## src/hw/frerase_pkg.sv

```systemverilog
// Package for the flash row erase sequencer: register map, fields, timing.
// Assumes a 200 MHz core clock and an AXI4-Lite register bus.
package frerase_pkg;

  // ==========================================================
  // Register indices (printed offsets, byte address = 4*index)
  localparam logic [11:0] IDX_INT_EN2 = 12'hfa0;
  localparam logic [11:0] IDX_INT_FLAG2 = 12'hfa1;
  localparam logic [11:0] IDX_INT_PRIO2 = 12'hfa2;
  localparam logic [11:0] IDX_NVM_CONTROL = 12'hfa6;
  localparam logic [11:0] IDX_NVM_UNLOCK = 12'hfa7;
  localparam logic [11:0] IDX_NVM_DATA = 12'hfa8;
  localparam logic [11:0] IDX_NVM_ADDRESS = 12'hfa9;
  localparam logic [11:0] IDX_INT_CTRL = 12'hff2;
  localparam logic [11:0] IDX_TPTR_LO = 12'hf00;
  localparam logic [11:0] IDX_TPTR_MID = 12'hf01;
  localparam logic [11:0] IDX_TPTR_HI = 12'hf02;
  localparam logic [11:0] IDX_STATUS = 12'hf03;

  // ==========================================================
  // Reset values
  localparam logic [7:0] RST_INT_EN2 = 8'h00;
  localparam logic [7:0] RST_INT_FLAG2 = 8'h00;
  localparam logic [7:0] RST_INT_PRIO2 = 8'h1f;
  localparam logic [7:0] RST_NVM_DATA = 8'h00;
  localparam logic [7:0] RST_NVM_ADDRESS = 8'h00;
  localparam logic [7:0] RST_INT_CTRL = 8'h00;

  // ==========================================================
  // Control register bit positions
  localparam int BIT_PGM_SEL = 7;
  localparam int BIT_CFG_SEL = 6;
  localparam int BIT_ERASE_SEL = 4;
  localparam int BIT_WR_ERR = 3;
  localparam int BIT_WR_EN = 2;
  localparam int BIT_START = 1;
  localparam int BIT_RD = 0;
  localparam int BIT_GLOBAL_IE = 7;
  localparam int BIT_ROW_DONE = 4;
  localparam logic [7:0] CTRL_RW_MASK = 8'hd4;
  localparam logic [7:0] INT_FLAG2_MASK = 8'h1e;
  localparam logic [7:0] INT_PRIO2_MASK = 8'h1e;

  // ==========================================================
  // Unlock keys and pointer fields
  localparam logic [7:0] KEY_FIRST = 8'h55;
  localparam logic [7:0] KEY_SECOND = 8'haa;
  localparam int TP_WIDTH = 22;
  localparam int ROW_LSB = 6;
  localparam int ROW_WORDS = 32;
  localparam int ROW_BYTES = 64;

  // ==========================================================
  // Timing
  localparam int CLK_MHZ = 200;
  localparam int ERASE_TIME_US = 2000;
  localparam int ERASE_CYCLES = ERASE_TIME_US * CLK_MHZ;

  localparam logic [1:0] RESP_OKAY = 2'b00;
  localparam logic [1:0] RESP_SLVERR = 2'b10;

  typedef enum logic [1:0] {
    FRE_IDLE = 2'b00,
    FRE_KEY1 = 2'b01,
    FRE_ARMED = 2'b10
  } frerase_unlock_type;

  typedef struct packed {
    logic req;
    logic [TP_WIDTH-ROW_LSB-1:0] row;
  } frerase_erase_type;

endpackage

```

## src/hw/frerase_top.sv

```systemverilog
// Flash row erase sequencer with AXI4-Lite register slave.
// Assumes a flash macro that erases the row presented while erase_o.req is
// high; the core honours cpu_stall.
//
// Contract
// - Erase unit is one row of 32 words, 64 bytes.
// - No single-word erase; every erase covers a whole row.
// - Bulk erase only via external programmer or serial programming path.
// - Table pointer bits 21:6 select the row; bits 5:0 ignored.
// - Program-memory select must be set to target program flash.
// - With write enable clear no erase or write starts.
// - Erase-select set makes the next started operation a row erase.
// - Erase starts only after 0x55 then 0xaa to unlock, then start.
// - Start bit after valid unlock begins the row erase.
// - Instruction execution halts during the erase.
// - Internal timer ends the erase after about 2 ms.
//
// Local design decision: the AXI4-Lite interface to the registers.
`timescale 1ns/1ps

module frerase_top
  import frerase_pkg::*;
#(
  parameter int ERASE_COUNT = frerase_pkg::ERASE_CYCLES
)
(
  // Clock and reset
  input wire logic core_clk,
  input wire logic rst_n,
  // AXI4-Lite write address and data
  input wire logic [15:0] s_axi_awaddr,
  input wire logic s_axi_awvalid,
  output logic s_axi_awready,
  input wire logic [31:0] s_axi_wdata,
  input wire logic [3:0] s_axi_wstrb,
  input wire logic s_axi_wvalid,
  output logic s_axi_wready,
  // AXI4-Lite write response
  output logic [1:0] s_axi_bresp,
  output logic s_axi_bvalid,
  input wire logic s_axi_bready,
  // AXI4-Lite read
  input wire logic [15:0] s_axi_araddr,
  input wire logic s_axi_arvalid,
  output logic s_axi_arready,
  output logic [31:0] s_axi_rdata,
  output logic [1:0] s_axi_rresp,
  output logic s_axi_rvalid,
  input wire logic s_axi_rready,
  // Flash macro and core
  output frerase_pkg::frerase_erase_type erase_o,
  output logic cpu_stall
);
  import frerase_pkg::*;

  localparam int CW = $clog2(ERASE_COUNT + 1);

  // ==========================================================
  // Reset synchroniser
  logic rst_s1_q, rst_s2_q;
  always_ff @(posedge core_clk or negedge rst_n)
  begin
    if (!rst_n)
    begin
      rst_s1_q <= 1'b0;
      rst_s2_q <= 1'b0;
    end
    else
    begin
      rst_s1_q <= 1'b1;
      rst_s2_q <= rst_s1_q;
    end
  end

  function automatic logic [11:0] word_idx(input logic [15:0] a);
    return a[13:2];
  endfunction

  function automatic logic known(input logic [11:0] i);
    return i == IDX_INT_EN2 || i == IDX_INT_FLAG2 || i == IDX_INT_PRIO2 ||
      i == IDX_NVM_CONTROL || i == IDX_NVM_UNLOCK ||
      i == IDX_NVM_DATA || i == IDX_NVM_ADDRESS || i == IDX_INT_CTRL ||
      i == IDX_TPTR_LO || i == IDX_TPTR_MID ||
      i == IDX_TPTR_HI || i == IDX_STATUS;
  endfunction

  // ==========================================================
  // Write channel state
  logic aw_have_q, aw_have_d, w_have_q, w_have_d;
  logic [11:0] aw_idx_q, aw_idx_d;
  logic [7:0] w_byte_q, w_byte_d;
  logic w_en_q, w_en_d;
  logic bvalid_q, bvalid_d;
  logic [1:0] bresp_q, bresp_d;
  logic wr_fire;

  // Registers
  logic [7:0] int_en2_q, int_en2_d, int_flag2_q, int_flag2_d;
  logic [7:0] int_prio2_q, int_prio2_d;
  logic [7:0] ctrl_q, ctrl_d, data_q, data_d, addr_q, addr_d;
  logic [7:0] int_ctrl_q, int_ctrl_d;
  logic [TP_WIDTH-1:0] tp_q, tp_d;
  frerase_unlock_type unl_q, unl_d;
  logic [CW-1:0] cnt_q, cnt_d;
  logic busy_q, busy_d;
  logic [TP_WIDTH-ROW_LSB-1:0] row_q, row_d;
  logic rvalid_q, rvalid_d;
  logic [31:0] rdata_q, rdata_d;
  logic [1:0] rresp_q, rresp_d;

  // Core stalls while erasing, so bus writes are held off too
  assign s_axi_awready = !aw_have_q && !busy_q && rst_s2_q;
  assign s_axi_wready = !w_have_q && !busy_q && rst_s2_q;
  assign wr_fire = aw_have_q && w_have_q && !bvalid_q;
  assign s_axi_bvalid = bvalid_q;
  assign s_axi_bresp = bresp_q;
  assign s_axi_arready = !rvalid_q && rst_s2_q;
  assign s_axi_rvalid = rvalid_q;
  assign s_axi_rdata = rdata_q;
  assign s_axi_rresp = rresp_q;
  assign erase_o.req = busy_q;
  assign erase_o.row = row_q;
  assign cpu_stall = busy_q;

  // ==========================================================
  // Write channel next state
  always_comb
  begin
    aw_have_d = aw_have_q;
    aw_idx_d = aw_idx_q;
    w_have_d = w_have_q;
    w_byte_d = w_byte_q;
    w_en_d = w_en_q;
    bvalid_d = bvalid_q;
    bresp_d = bresp_q;
    if (s_axi_awvalid && s_axi_awready)
    begin
      aw_have_d = 1'b1;
      aw_idx_d = word_idx(s_axi_awaddr);
    end
    if (s_axi_wvalid && s_axi_wready)
    begin
      w_have_d = 1'b1;
      w_byte_d = s_axi_wdata[7:0];
      w_en_d = s_axi_wstrb[0];
    end
    if (s_axi_bvalid && s_axi_bready)
      bvalid_d = 1'b0;
    // Both halves held: execute and answer together
    if (wr_fire)
    begin
      aw_have_d = 1'b0;
      w_have_d = 1'b0;
      bvalid_d = 1'b1;
      bresp_d = known(aw_idx_q) ? RESP_OKAY : RESP_SLVERR;
    end
  end

  // ==========================================================
  // Write channel registers
  always_ff @(posedge core_clk or negedge rst_s2_q)
  begin
    if (!rst_s2_q)
    begin
      aw_have_q <= 1'b0;
      aw_idx_q <= '0;
      w_have_q <= 1'b0;
      w_byte_q <= '0;
      w_en_q <= 1'b0;
      bvalid_q <= 1'b0;
      bresp_q <= RESP_OKAY;
    end
    else
    begin
      aw_have_q <= aw_have_d;
      aw_idx_q <= aw_idx_d;
      w_have_q <= w_have_d;
      w_byte_q <= w_byte_d;
      w_en_q <= w_en_d;
      bvalid_q <= bvalid_d;
      bresp_q <= bresp_d;
    end
  end

  // ==========================================================
  // Register file and erase timer next state
  always_comb
  begin
    logic start;
    start = 1'b0;
    int_en2_d = int_en2_q;
    int_flag2_d = int_flag2_q;
    int_prio2_d = int_prio2_q;
    ctrl_d = ctrl_q;
    data_d = data_q;
    addr_d = addr_q;
    int_ctrl_d = int_ctrl_q;
    tp_d = tp_q;
    unl_d = unl_q;
    cnt_d = cnt_q;
    busy_d = busy_q;
    row_d = row_q;

    if (wr_fire)
    begin
      if (w_en_q)
      begin
        // Any write with byte lane 0 enabled, other than the expected key, breaks the unlock
        unl_d = FRE_IDLE;
        unique case (aw_idx_q)
          IDX_NVM_UNLOCK:
            if (w_byte_q == KEY_FIRST)
              unl_d = FRE_KEY1;
            else if (w_byte_q == KEY_SECOND && unl_q == FRE_KEY1)
              unl_d = FRE_ARMED;
          IDX_NVM_CONTROL:
          begin
            ctrl_d = (ctrl_q & ~CTRL_RW_MASK) | (w_byte_q & CTRL_RW_MASK);
            if (w_byte_q[BIT_START] && !ctrl_q[BIT_START])
            begin
              // Erase needs armed unlock, write enable, program flash
              if (unl_q == FRE_ARMED && w_byte_q[BIT_WR_EN] &&
                  w_byte_q[BIT_PGM_SEL] && !w_byte_q[BIT_CFG_SEL] &&
                  w_byte_q[BIT_ERASE_SEL])
                start = 1'b1;
              else if (unl_q == FRE_ARMED && w_byte_q[BIT_WR_EN])
                ctrl_d[BIT_WR_ERR] = 1'b1; // Unsupported op flagged
            end
          end
          IDX_INT_EN2: int_en2_d = w_byte_q & INT_FLAG2_MASK;
          IDX_INT_FLAG2: int_flag2_d = w_byte_q & INT_FLAG2_MASK;
          IDX_INT_PRIO2: int_prio2_d = w_byte_q & INT_PRIO2_MASK;
          IDX_NVM_DATA: data_d = w_byte_q;
          IDX_NVM_ADDRESS: addr_d = w_byte_q;
          IDX_INT_CTRL: int_ctrl_d = w_byte_q;
          IDX_TPTR_LO: tp_d[7:0] = w_byte_q;
          IDX_TPTR_MID: tp_d[15:8] = w_byte_q;
          IDX_TPTR_HI: tp_d[TP_WIDTH-1:16] = w_byte_q[TP_WIDTH-17:0];
          default: ;
        endcase
      end
    end

    // Only a whole row is ever erased; the low six bits are dropped
    if (start)
    begin
      busy_d = 1'b1;
      ctrl_d[BIT_START] = 1'b1;
      row_d = tp_q[TP_WIDTH-1:ROW_LSB];
      cnt_d = CW'(ERASE_COUNT - 1);
    end
    else if (busy_q)
    begin
      if (cnt_q == '0)
      begin
        busy_d = 1'b0;
        ctrl_d[BIT_START] = 1'b0;
        int_flag2_d[BIT_ROW_DONE] = 1'b1;
      end
      else
        cnt_d = cnt_q - 1'b1;
    end
  end

  // ==========================================================
  // Register file and erase timer registers
  always_ff @(posedge core_clk or negedge rst_s2_q)
  begin
    if (!rst_s2_q)
    begin
      int_en2_q <= RST_INT_EN2;
      int_flag2_q <= RST_INT_FLAG2;
      int_prio2_q <= RST_INT_PRIO2;
      ctrl_q <= '0;
      data_q <= RST_NVM_DATA;
      addr_q <= RST_NVM_ADDRESS;
      int_ctrl_q <= RST_INT_CTRL;
      tp_q <= '0;
      unl_q <= FRE_IDLE;
      cnt_q <= '0;
      busy_q <= 1'b0;
      row_q <= '0;
    end
    else
    begin
      int_en2_q <= int_en2_d;
      int_flag2_q <= int_flag2_d;
      int_prio2_q <= int_prio2_d;
      ctrl_q <= ctrl_d;
      data_q <= data_d;
      addr_q <= addr_d;
      int_ctrl_q <= int_ctrl_d;
      tp_q <= tp_d;
      unl_q <= unl_d;
      cnt_q <= cnt_d;
      busy_q <= busy_d;
      row_q <= row_d;
    end
  end

  // ==========================================================
  // Read channel next state
  // Reads never touch the unlock, so status can be polled mid-sequence
  always_comb
  begin
    rvalid_d = rvalid_q;
    rdata_d = rdata_q;
    rresp_d = rresp_q;
    if (s_axi_rvalid && s_axi_rready)
      rvalid_d = 1'b0;
    if (s_axi_arvalid && s_axi_arready)
    begin
      rvalid_d = 1'b1;
      rresp_d = known(word_idx(s_axi_araddr)) ? RESP_OKAY : RESP_SLVERR;
      rdata_d = '0;
      unique case (word_idx(s_axi_araddr))
        IDX_INT_EN2: rdata_d[7:0] = int_en2_q;
        IDX_INT_FLAG2: rdata_d[7:0] = int_flag2_q;
        IDX_INT_PRIO2: rdata_d[7:0] = int_prio2_q;
        IDX_NVM_CONTROL: rdata_d[7:0] = ctrl_q;
        IDX_NVM_DATA: rdata_d[7:0] = data_q;
        IDX_NVM_ADDRESS: rdata_d[7:0] = addr_q;
        IDX_INT_CTRL: rdata_d[7:0] = int_ctrl_q;
        IDX_TPTR_LO: rdata_d[7:0] = tp_q[7:0];
        IDX_TPTR_MID: rdata_d[7:0] = tp_q[15:8];
        IDX_TPTR_HI: rdata_d[TP_WIDTH-17:0] = tp_q[TP_WIDTH-1:16];
        IDX_STATUS: rdata_d[2:0] = {busy_q, unl_q};
        default: ;
      endcase
    end
  end

  // ==========================================================
  // Read channel registers
  always_ff @(posedge core_clk or negedge rst_s2_q)
  begin
    if (!rst_s2_q)
    begin
      rvalid_q <= 1'b0;
      rdata_q <= '0;
      rresp_q <= RESP_OKAY;
    end
    else
    begin
      rvalid_q <= rvalid_d;
      rdata_q <= rdata_d;
      rresp_q <= rresp_d;
    end
  end

endmodule // frerase_top

```

## config.mk

```make
export PLATFORM = sky130hd
export DESIGN_NAME = frerase_top
export DESIGN_NICKNAME = d
export VERILOG_FILES = /design/src/hw/frerase_pkg.sv /design/src/hw/frerase_top.sv
export SDC_FILE = /design/constraint.sdc
export NUM_CORES = 1
export LEC_CHECK = 0
export BUFFER_PORTS_ARGS = -buffer_cell sky130_fd_sc_hd__buf_2
export CORE_ASPECT_RATIO = 0.5
export CORE_UTILIZATION = 40
export DETAILED_ROUTE_END_ITERATION = 8
export PLACE_DENSITY = 0.59
export SYNTH_ARGS = -nofsm -noshare
export SYNTH_HDL_FRONTEND = slang
export SYNTH_SLANG_ARGS = --single-unit
```

## constraint.sdc

```tcl
create_clock -name core_clk -period 11.9 [get_ports core_clk]
set_input_delay 2.38 -clock core_clk [delete_from_list [all_inputs] [get_ports core_clk]]
set_output_delay 2.38 -clock core_clk [all_outputs]
set_load 0.02 [all_outputs]
```

=== Word-level counts from Yosys, hierarchy flattened ===
Cells that the tools add are included.

* Output and inout bits: 59
* Logic and storage cells: 166
* Register bits after elaboration: 144
* Input port bits: 75

* Mux-type cells: 42
* Bitwise gates (word level): 1
* Equal/unequal tests: 29
* Reductions and logical operators: 65
* Add/sub/neg operators: 1

{| class="wikitable"
|+ Operators by type and width
! cell !! count
|-
| 12-bit == test (second input constant) || 24
|-
| 19-bit two-way mux || 3
|-
| 3-bit one-hot mux with 11 select lines || 1
|-
| 3-bit one-hot mux with 10 select lines || 1
|-
| 3-bit AND reduction || 10
|-
| 1-bit two-way mux || 25
|-
| 1-bit logical OR || 22
|-
| 19-bit zero test || 1
|-
| 19-bit by 1-bit subtractor with 19-bit output (second input constant) || 1
|-
| 1-bit logical AND || 18
|-
| 2-bit two-way mux || 8
|-
| 5-bit two-way mux || 3
|-
| 2-bit one-hot mux with 6 select lines || 1
|-
| 2-bit nonzero test || 5
|-
| 8-bit by 7-bit == test with 1-bit output (second input constant) || 1
|-
| 8-bit == test (second input constant) || 1
|-
| 6-bit by 8-bit OR with 8-bit output || 1
|-
| 1-bit zero test || 7
|-
| 2-bit AND reduction || 2
|-
| 2-bit by 1-bit == test with 1-bit output (second input constant) || 1
|-
| 2-bit == test (second input constant) || 1
|-
| 2-bit inequality test (second input constant) || 1
|}

=== Logic depth before layout (Yosys ltp) ===
Gate-level depths: netlist of the first run.

* Word-level depth: 13
* Depth in mapped cells: 8
* Depth with buffers taken out: 7

=== Least setup slack after synthesis of the first run ===
No wires, ideal clock.

* Kind: register to output
* From: reg rst_s2_q
* To: out s_axi_awready
* Cell stages (with the launch flop): 3
* Path slack: 5.541 ns
* Data required time: 9.520 ns
* Path buffers: 0
* Data arrival time: 3.979 ns
* Cell sequence: dfrtp_1 -> nand2b_1 -> nor2_1

* Word-level cells in the longest chain between the ends: 1

{| class="wikitable"
|+ Ends and longest elaborated chain
! element !! RTL line !! source
|-
| start, declared || frerase_top.sv:60 || <nowiki>logic rst_s1_q, rst_s2_q;</nowiki>
|-
| start signal, assigned || frerase_top.sv:71 || <nowiki>rst_s2_q <= rst_s1_q;</nowiki>
|-
| 1-bit logical AND || frerase_top.sv:112 || <nowiki>assign s_axi_awready = !aw_have_q && !busy_q && rst_s2_q;</nowiki>
|-
| end, declared || frerase_top.sv:33 || <nowiki>output logic s_axi_awready,</nowiki>
|}

Every way passes these cells.

=== Worst setup path in the final report of the first run ===
* From: reg rst_s2_q
* To: out s_axi_wready

* Word-level cells in the longest chain between the ends: 1

{| class="wikitable"
|+ Ends and longest elaborated chain
! element !! RTL line !! source
|-
| 1-bit logical AND || frerase_top.sv:113 || <nowiki>assign s_axi_wready = !w_have_q && !busy_q && rst_s2_q;</nowiki>
|-
| end, declared || frerase_top.sv:37 || <nowiki>output logic s_axi_wready,</nowiki>
|}

Every way passes these cells.

==> impl_metrics.env, run 1 <==
export IMPL_viasPerCell=5.40
export IMPL_drv_slew=0
export IMPL_finalClockSkew_ns=0.0178
export IMPL_yosysSeqAreaShare_pct=50.7
export IMPL_reg2reg_setup_slack_ns=8.84
export IMPL_ir_drop_v=0.000116
export IMPL_synthFlopType="dfrtp_1"
export IMPL_post_cts_buffers=0
export IMPL_dr_first_iter_drc_count=326
export IMPL_gr_total_overflow=0
export IMPL_cts_path_max_buffers=2
export IMPL_rsz0062_at_grt="no"
export IMPL_vias=4855
export IMPL_critPathLaunchType="register"
export IMPL_synth_area_sq_um=6920
export IMPL_routedWlPerCell_um=18.0
export IMPL_yosysMostFrequentCell="dfrtp_1"
export IMPL_tns_ns=0
export IMPL_ctsHtreeMaxLevel=4
export IMPL_avgSynthCellArea_sq_um=11.5
export IMPL_p_per_area_nw_per_um2=136
export IMPL_yosys_top_cells_area="dfrtp_1 (49%), mux2_2 (16%), buf_4 (2.9%), nand2_1 (2.3%), dfstp_2 (1.9%)"
export IMPL_dpl_cell_area_sq_um=7330
export IMPL_drive_gt1_share_pct=34.4
export IMPL_synth_distinct_cells=68
export IMPL_p_leak_nw=3.71
export IMPL_clock_latency_ns=0.42
export IMPL_postRouteAntennaNets=0
export IMPL_cts_buffers=17
export IMPL_synthArstFlopShare_pct=100
export IMPL_synth_edf_count=0
export IMPL_yosysWarnings=0
export IMPL_hold_viol_final=0
export IMPL_cp_arrival_ns=2.46
export IMPL_post_route_drc_count=0
export IMPL_cts_tree="built"
export IMPL_cts_resized=0
export IMPL_portBuffers=72
export IMPL_outcome="finished, final reports clean"
export IMPL_synth_top_cell_area_share_pct=48.8
export IMPL_worstPathMaxFanout=48
export IMPL_row_count=33
export IMPL_endpoint_kind="output pin"
export IMPL_cts_sinks=140
export IMPL_die_h_um=95.0
export IMPL_ys_top_cells_by_count="dfrtp_1 (135), mux2_2 (101), nand2_1 (42), nor2_1 (30), buf_4 (27)"
export IMPL_syn_inst=600
export IMPL_hold_class="register to async pin"
export IMPL_critPathRequiredTime_ns=9.52
export IMPL_first_pass_iters=5
export IMPL_fin_area_sq_um=7940
export IMPL_synth_top_area_cell="dfrtp_1"
export IMPL_ys_ff_latch=140
export IMPL_drt_wl_total_mm=16.2
export IMPL_drv_cap=0
export IMPL_finalWeightedCongestion=0.862
export IMPL_start_util_pct=41.6
export IMPL_setup_viol=0
export IMPL_track_usage_pct=19.3
export IMPL_area_delta_synth_final_pct=14.7
export IMPL_fin_crit_sh_pct=40.7
export IMPL_die_w_um=188
export IMPL_antennaDiodeCount=0
export IMPL_path_clk_slew_ns=0.07
export IMPL_die_area_sq_um=17900
export IMPL_nets=735
export IMPL_antenna_found_initial=0
export IMPL_criticalPathCategory="register to output pin"
export IMPL_core_sq_um=16600
export IMPL_fmax_ghz=0.207
export IMPL_relSlewSlack_pct=32.4
export IMPL_root_buffer="clkbuf_16"
export IMPL_grt_start_max_net_pins=55
export IMPL_postCtsHoldBufs=0
export IMPL_ioPinCount=134
export IMPL_tightest_slew_ns=1.00
export IMPL_finalPower_mw=1.08
export IMPL_place_hpwl_mm=11.3
export IMPL_grt_pass1_vias=4653
export IMPL_grt_pass1_wl_mm=26.2
export IMPL_period_needed_ns=4.84
## worst max-delay path, cell delays in order, from the launching register on
cell      delay [ns]
dfrtp_4         0.77
buf_4           0.61
nand2b_1        0.25
nor2_1          0.17
buf_2           0.19
## routing by layer
layer  routed length, um  vias to the layer above  GRT usage (%)
li1                    -                     2267              -
met1                8340                     2441           28.2
met2                7050                      133           29.2
met3                 688                       14           4.20
met4                 127                        0           4.40
met5                   0                        -              0
## report_power, final
part,total [mW],internal (mW),switching [mW]
clock,0.545,0.319,0.226
combinational,0.0486,0.0134,0.0352
sequential,0.485,0.480,0.00481
## worst paths after layout
check | endpoint | start | cells after the start
hold / removal | tp_q[5] | rst_s2_q | 0
max in group asynchronous | rst_s2_q | rst_n | 1
min in group core_clk | rst_s2_q | rst_s1_q | 0
setup / recovery | s_axi_wready | rst_s2_q | 4
setup reg to reg | row_q[5] | s_axi_bvalid | 5
hold reg to reg | tp_q[5] | rst_s2_q | 0
## cells in the final DEF, fill, tap and decap left out, types with 4 or more instances in the layout
cell type,instances
and3b_1,5
mux2_2,101
nand2_1,42
nor4_1,10
xor2_1,7
or3_1,5
conb_1,27
o21ai_0,16
clkbuf_16,17
nand3b_1,10
inv_1,9
buf_2,72
nor3_1,11
nor2b_1,4
dfrtp_1,134
a21oi_1,15
and2_1,7
nand4_1,16
nor2_1,30
a211oi_1,7
xnor2_1,4
a2111oi_0,4
clkinv_4,4
or2_2,4
nand3_1,15
mux2i_1,8
inv_8,4
dfstp_2,5
## sequential cells by signal, summed over array words and instances, names as in the netlist, 2 cells and up
name and cells:
tp_q 22, aw_idx_q 12, row_q 16, s_axi_rdata 8, int_en2_q 4, w_byte_q 8
int_prio2_q 5, addr_q 8, unl_q 2, int_flag2_q 4, data_q 8, ctrl_q 6
int_ctrl_q 8, cnt_q 19
## area by class of cell
type | count | area [sq um]
clock inverters | 14 | 181
fillers | 1524 | 8700
repair buffers | 74 | 375
clock buffers | 18 | 429
well taps | 227 | 284
inverters | 9 | 33.8
flip-flops and latches | 140 | 3510
multi-input cells | 417 | 3120
## per-stage QoR
step	utilization [%]	worst slack, ns	hold WS [ns]	instances
after floorplan	-	5.54	0.331	625
after global placement	44.0	7.45	0.325	867
after detailed placement	44.0	7.43	0.329	867
after CTS	47.7	6.97	0.337	899
after global routing	47.7	6.77	0.358	899
final	47.7	7.06	0.312	899
## logic make-up after synthesis
group,share of synthesized area [%]
xor+xnor,1.39
mux,18.4
flops,50.7
buf+inv,5.53
compound gates,7.56
simple gates,16.1
other cells,0.109
fa+ha+maj,0.181
No activity file was read; power rests on OpenSTA's default activity.
==> run 2: changes to the inputs <==
- PLACE_DENSITY: 0.59 -> 0.61
- clock period: 11.9 -> 4.2 ns (I/O delays scaled with it)
==> impl_metrics.env, run 2 (same netlist as run 1, synthesis figures left out) <==
export IMPL_outcome="finished, final reports clean"
export IMPL_pwr_share_comb_pct=4.6
export IMPL_fin_crit_sh_pct=65.6
export IMPL_tightest_slew_ns=1.04
export IMPL_p_int_mw=2.23
export IMPL_gr_total_overflow=0
export IMPL_core_sq_um=16600
export IMPL_die_area_sq_um=17900
export IMPL_dp_slack_ns=1.34
export IMPL_seq_area_sq_um=3510
export IMPL_p_per_area_nw_per_um2=376
export IMPL_root_buffer="clkbuf_16"
export IMPL_tns_ns=0
export IMPL_grt_pass1_vias=4776
export IMPL_postLayoutCoreUtil_pct=47.6
export IMPL_endpoint_kind="register"
export IMPL_critPathRequiredTime_ns=4.49
export IMPL_ctsHtreeMaxLevel=4
export IMPL_path_clk_slew_ns=0.06
export IMPL_first_pass_iters=5
export IMPL_layout_cells_non_filler=900
export IMPL_clock_latency_ns=0.42
export IMPL_use_met3_pct=4.20
export IMPL_track_usage_pct=19.0
export IMPL_die_h_um=95.0
export IMPL_drt_wl_total_mm=15.8
export IMPL_p_leak_nw=3.70
export IMPL_portBuffers=72
export IMPL_grt_util_met1_pct=27.0
export IMPL_grtUsageMet2_pct=29.2
export IMPL_ff2ff_path_depth=6
export IMPL_viasPerCell=5.37
export IMPL_dp_cells=868
export IMPL_postRouteAntennaNets=0
export IMPL_p_clk_share_pct=49.2
export IMPL_holdWs_ns=0.198
export IMPL_setup_viol=0
export IMPL_rsz0062_at_grt="no"
export IMPL_worst_slack_ns=1.44
export IMPL_row_count=33
export IMPL_hold_viol_final=0
export IMPL_period_needed_ns=2.76
export IMPL_path_cells="nand4b_2 > or4_4 > nor3_4 > nand3_2 > buf_4 > mux2_2"
export IMPL_drv_cap=0
export IMPL_largest_reg_flops=22
export IMPL_routedWlPerCell_um=17.5
export IMPL_drive_gt1_share_pct=34.6
export IMPL_hold_class="primary input to async pin"
export IMPL_path_buf_inv=1
export IMPL_fmax_ghz=0.363
export IMPL_antennaDiodeCount=0
export IMPL_nets=736
export IMPL_dr_first_iter_drc_count=335
export IMPL_antenna_found_initial=0
export IMPL_place_hpwl_mm=11.2
export IMPL_ioPinCount=134
export IMPL_final_cell_mix="dfrtp_1 (134), mux2_2 (101), buf_2 (72)"
export IMPL_vias=4831
export IMPL_grt_pass1_wl_mm=26.0
export IMPL_switching_share_pct=24.9
export IMPL_finalWeightedCongestion=0.941
export IMPL_cp_arrival_ns=3.05
export IMPL_worstPathMaxFanout=22
export IMPL_post_cts_buffers=0
export IMPL_cts_tree="built"
export IMPL_die_w_um=188
export IMPL_filler_cell_count=1534
export IMPL_relSlewSlack_pct=29.7
export IMPL_criticalPathCategory="register to register"
export IMPL_switchingPower_mw=0.740
export IMPL_critPathLaunchType="register"
export IMPL_grt_start_max_net_pins=59
export IMPL_area_delta_synth_final_pct=14.4
export IMPL_cts_sinks=140
export IMPL_busiest_layer="met2"
export IMPL_start_util_pct=41.6
export IMPL_cts_resized=0
export IMPL_crit_path_top_delay_cell="or4_4"
export IMPL_ir_drop_v=0.000282
export IMPL_post_route_drc_count=0
export IMPL_cp_top_family="simple AND/OR/NAND/NOR gates"
export IMPL_cts_buffers=17
export IMPL_path_depth=6
export IMPL_multiInputGateArea_sq_um=3120
export IMPL_final_common_cell="dfrtp_1"
export IMPL_finalClockSkew_ns=0.0113
export IMPL_reg_top3="tp_q: 22 flops, cnt_q: 19 flops, row_q: 16 flops"
export IMPL_cp_slowest_stage_delay_ns=0.58
export IMPL_p_seq_share_pct=46.2
export IMPL_cts_path_max_buffers=2
export IMPL_drv_slew=0
export IMPL_top_register="tp_q"
export IMPL_postCtsHoldBufs=0
run 2: cell count changes in the layout (fill, tap and decap cells not counted), sizes merged:
cell,delta
inv,+1
buf,+1
clkbuf,-1
clkinvlp,+1
bufinv,-1
run 2: layer usage:
metal	vias up	part of all wire, %
met5	-	0
met4	0	1.0
met3	15	4.4
met2	123	44
met1	2432	51
li1	2261	-
run 2: power groups by stage:
stage	logic, mW	clock network [mW]	registers (mW)
finish	0.136	1.46	1.37
global placement	0.136	0	1.40
detailed placement	0.137	0	1.40
CTS	0.137	1.50	1.38
floorplan	0.0826	0	1.42
global route	0.151	1.56	1.38
run 2: cell type report:
class,count,share of cell area [%]
timing repair buffer,75,4.84
inverter,9,0.427
sequential,140,44.4
clock inverter,15,1.96
tap,227,3.59
multi-input combinational,417,39.4
clock buffer,17,5.38
run 2: final timing paths:
kind                                  to    startpoint  slack, ns
max                             row_q[6]  s_axi_bvalid       1.44
max in group asynchronous       row_q[3]      rst_s2_q       2.71
min in group core_clk           rst_s2_q      rst_s1_q       0.35
min                             rst_s2_q         rst_n       0.20
min reg2reg                int_ctrl_q[5]      rst_s2_q       0.34
max reg2reg                     row_q[6]  s_axi_bvalid       1.44
run 2: stage by stage:
stage,area (sq um),power (mW)
after floorplan,7010,1.50
after global placement,7330,1.54
after detailed placement,7330,1.54
after CTS,7910,3.01
after global routing,7910,3.09
final,7910,2.97
run 2: worst register-to-register path, cell delays in order (launching register included):
cell,delay (ns)
dfrtp_1,0.39
nand4b_2,0.29
or4_4,0.58
nor3_4,0.33
nand3_2,0.38
buf_4,0.35
mux2_2,0.31
==> run 3: changes to the inputs <==
- PLACE_DENSITY: 0.61 -> 0.59
- clock period: 4.2 -> 2.8 ns (I/O delays scaled with it)
==> impl_metrics.env, run 3 (same netlist as run 1, synthesis figures left out) <==
export IMPL_die_h_um=95.0
export IMPL_reg2reg_setup_slack_ns=0.40
export IMPL_postLayoutCoreUtil_pct=48.7
export IMPL_outcome="finished, final reports clean"
export IMPL_tightest_slew_ns=0.798
export IMPL_worst_slack_ns=0.401
export IMPL_dpl_cell_area_sq_um=7480
export IMPL_portBuffers=72
export IMPL_vias=4926
export IMPL_row_count=33
export IMPL_drv_slew=0
export IMPL_drt_wl_total_mm=16.4
export IMPL_p_seq_share_pct=44.2
export IMPL_endpoint_kind="register"
export IMPL_setup_viol=0
export IMPL_dp_slack_ns=0.368
export IMPL_start_util_pct=41.6
export IMPL_place_hpwl_mm=11.8
export IMPL_dp_cells=883
export IMPL_finalClockSkew_ns=0.0120
export IMPL_cts_tree="built"
export IMPL_ir_drop_v=0.000440
export IMPL_p_per_area_nw_per_um2=573
export IMPL_finalPower_mw=4.64
export IMPL_hold_class="primary input to register"
export IMPL_cts_sinks=140
export IMPL_cts_path_max_buffers=2
export IMPL_rsz0062_at_grt="no"
export IMPL_ioPinCount=134
export IMPL_post_cts_buffers=0
export IMPL_largest_reg_flops=22
export IMPL_postRouteAntennaNets=0
export IMPL_period_needed_ns=2.40
export IMPL_hold_viol_final=0
export IMPL_cp_arrival_ns=2.75
export IMPL_first_pass_iters=5
export IMPL_relSlewSlack_pct=46.8
export IMPL_post_route_drc_count=0
export IMPL_grt_start_max_net_pins=66
export IMPL_critPathLaunchType="register"
export IMPL_area_delta_synth_final_pct=17.1
export IMPL_pwr_share_comb_pct=4.9
export IMPL_final_cell_mix="dfrtp_1 (134), mux2_2 (101), buf_2 (72)"
export IMPL_die_area_sq_um=17900
export IMPL_p_int_mw=3.48
export IMPL_grt_pass1_vias=4755
export IMPL_track_usage_pct=19.7
export IMPL_root_buffer="clkbuf_16"
export IMPL_nets=752
export IMPL_fin_crit_sh_pct=85.7
export IMPL_criticalPathCategory="register to register"
export IMPL_clock_latency_ns=0.42
export IMPL_die_w_um=188
export IMPL_hp_start="s_axi_bready"
export IMPL_cts_buffers=17
export IMPL_ctsHtreeMaxLevel=4
export IMPL_layout_cells_non_filler=916
export IMPL_min_to="s_axi_bvalid"
export IMPL_drv_cap=0
export IMPL_switchingPower_mw=1.16
export IMPL_holdWs_ns=0.305
export IMPL_grt_pass1_wl_mm=26.6
export IMPL_antennaDiodeCount=0
export IMPL_p_clk_share_pct=50.8
export IMPL_path_clk_slew_ns=0.07
export IMPL_core_sq_um=16600
export IMPL_worstPathMaxFanout=7
export IMPL_gr_total_overflow=0
export IMPL_fin_area_sq_um=8100
export IMPL_timing_rr_start="cnt_q[10]"
export IMPL_r2r_end="cnt_q[1]"
export IMPL_reg_top3="tp_q: 22 flops, cnt_q: 19 flops, row_q: 16 flops"
export IMPL_filler_cell_count=1491
export IMPL_top_register="tp_q"
export IMPL_critPathRequiredTime_ns=3.15
export IMPL_viasPerCell=5.38
export IMPL_dr_first_iter_drc_count=287
export IMPL_antenna_found_initial=0
export IMPL_fmax_ghz=0.417
export IMPL_tns_ns=0
export IMPL_min_path_cells=2
export IMPL_routedWlPerCell_um=17.9
export IMPL_final_common_cell="dfrtp_1"
export IMPL_p_leak_nw=3.81
export IMPL_drive_gt1_share_pct=36.4
export IMPL_switching_share_pct=24.9
export IMPL_ff2ff_path_depth=5
export IMPL_finalWeightedCongestion=0.852
[run 3: worst max path at each step]
stage                    startpoint        endpoint  slack [ns]  depth (start not counted)
floorplan                  rst_s2_q    aw_idx_q[10]        0.09                          6
global placement    s_axi_araddr[2]  s_axi_rdata[6]        0.46                          6
detailed placement  s_axi_araddr[2]  s_axi_rdata[7]        0.37                          5
CTS                       cnt_q[10]        cnt_q[1]        0.41                          5
global route               cnt_q[9]        cnt_q[1]        0.32                          5
finish                    cnt_q[10]        cnt_q[1]        0.40                          5
[run 3: worst max-delay path, cell delays in order (launching register included)]
cell and delay (ns):
dfrtp_1 0.41, or4_1 0.67, or4_4 0.63, o21ai_4 0.20, mux2_1 0.34, nand2_1 0.07
[run 3: cell type report]
type	instances	area (sq um)	area share, %
clock buffer	18	439	5.42
clock inverter	14	175	2.16
inverter	9	33.8	0.417
multi-input combinational	417	3140	38.7
sequential	140	3510	43.4
tap	227	284	3.51
timing repair buffer	91	518	6.39
[run 3: per-layer routing]
metal,share of wire (%),up-vias,global-route usage (%),routed length (um)
met4,1.1,0,6.03,179
met1,51,2464,29.1,8450
met2,43,156,29.0,7080
met5,0,-,0,0
met3,4.3,15,4.05,705
li1,-,2291,-,-
[run 3: repair_timing]
item / 4_1_cts / 5_1_grt
endpoints found under the hold margin: 2 / 0
resized for setup: 0 / 0
endpoints found under the setup margin: 0 / 0
hold buffers: 1 / 0
[run 3: power groups by stage]
stage	logic (mW)	registers [mW]	clock network (mW)
global route	0.255	2.05	2.50
finish	0.228	2.05	2.36
detailed placement	0.229	2.09	0
CTS	0.231	2.05	2.40
floorplan	0.124	2.13	0
global placement	0.227	2.09	0
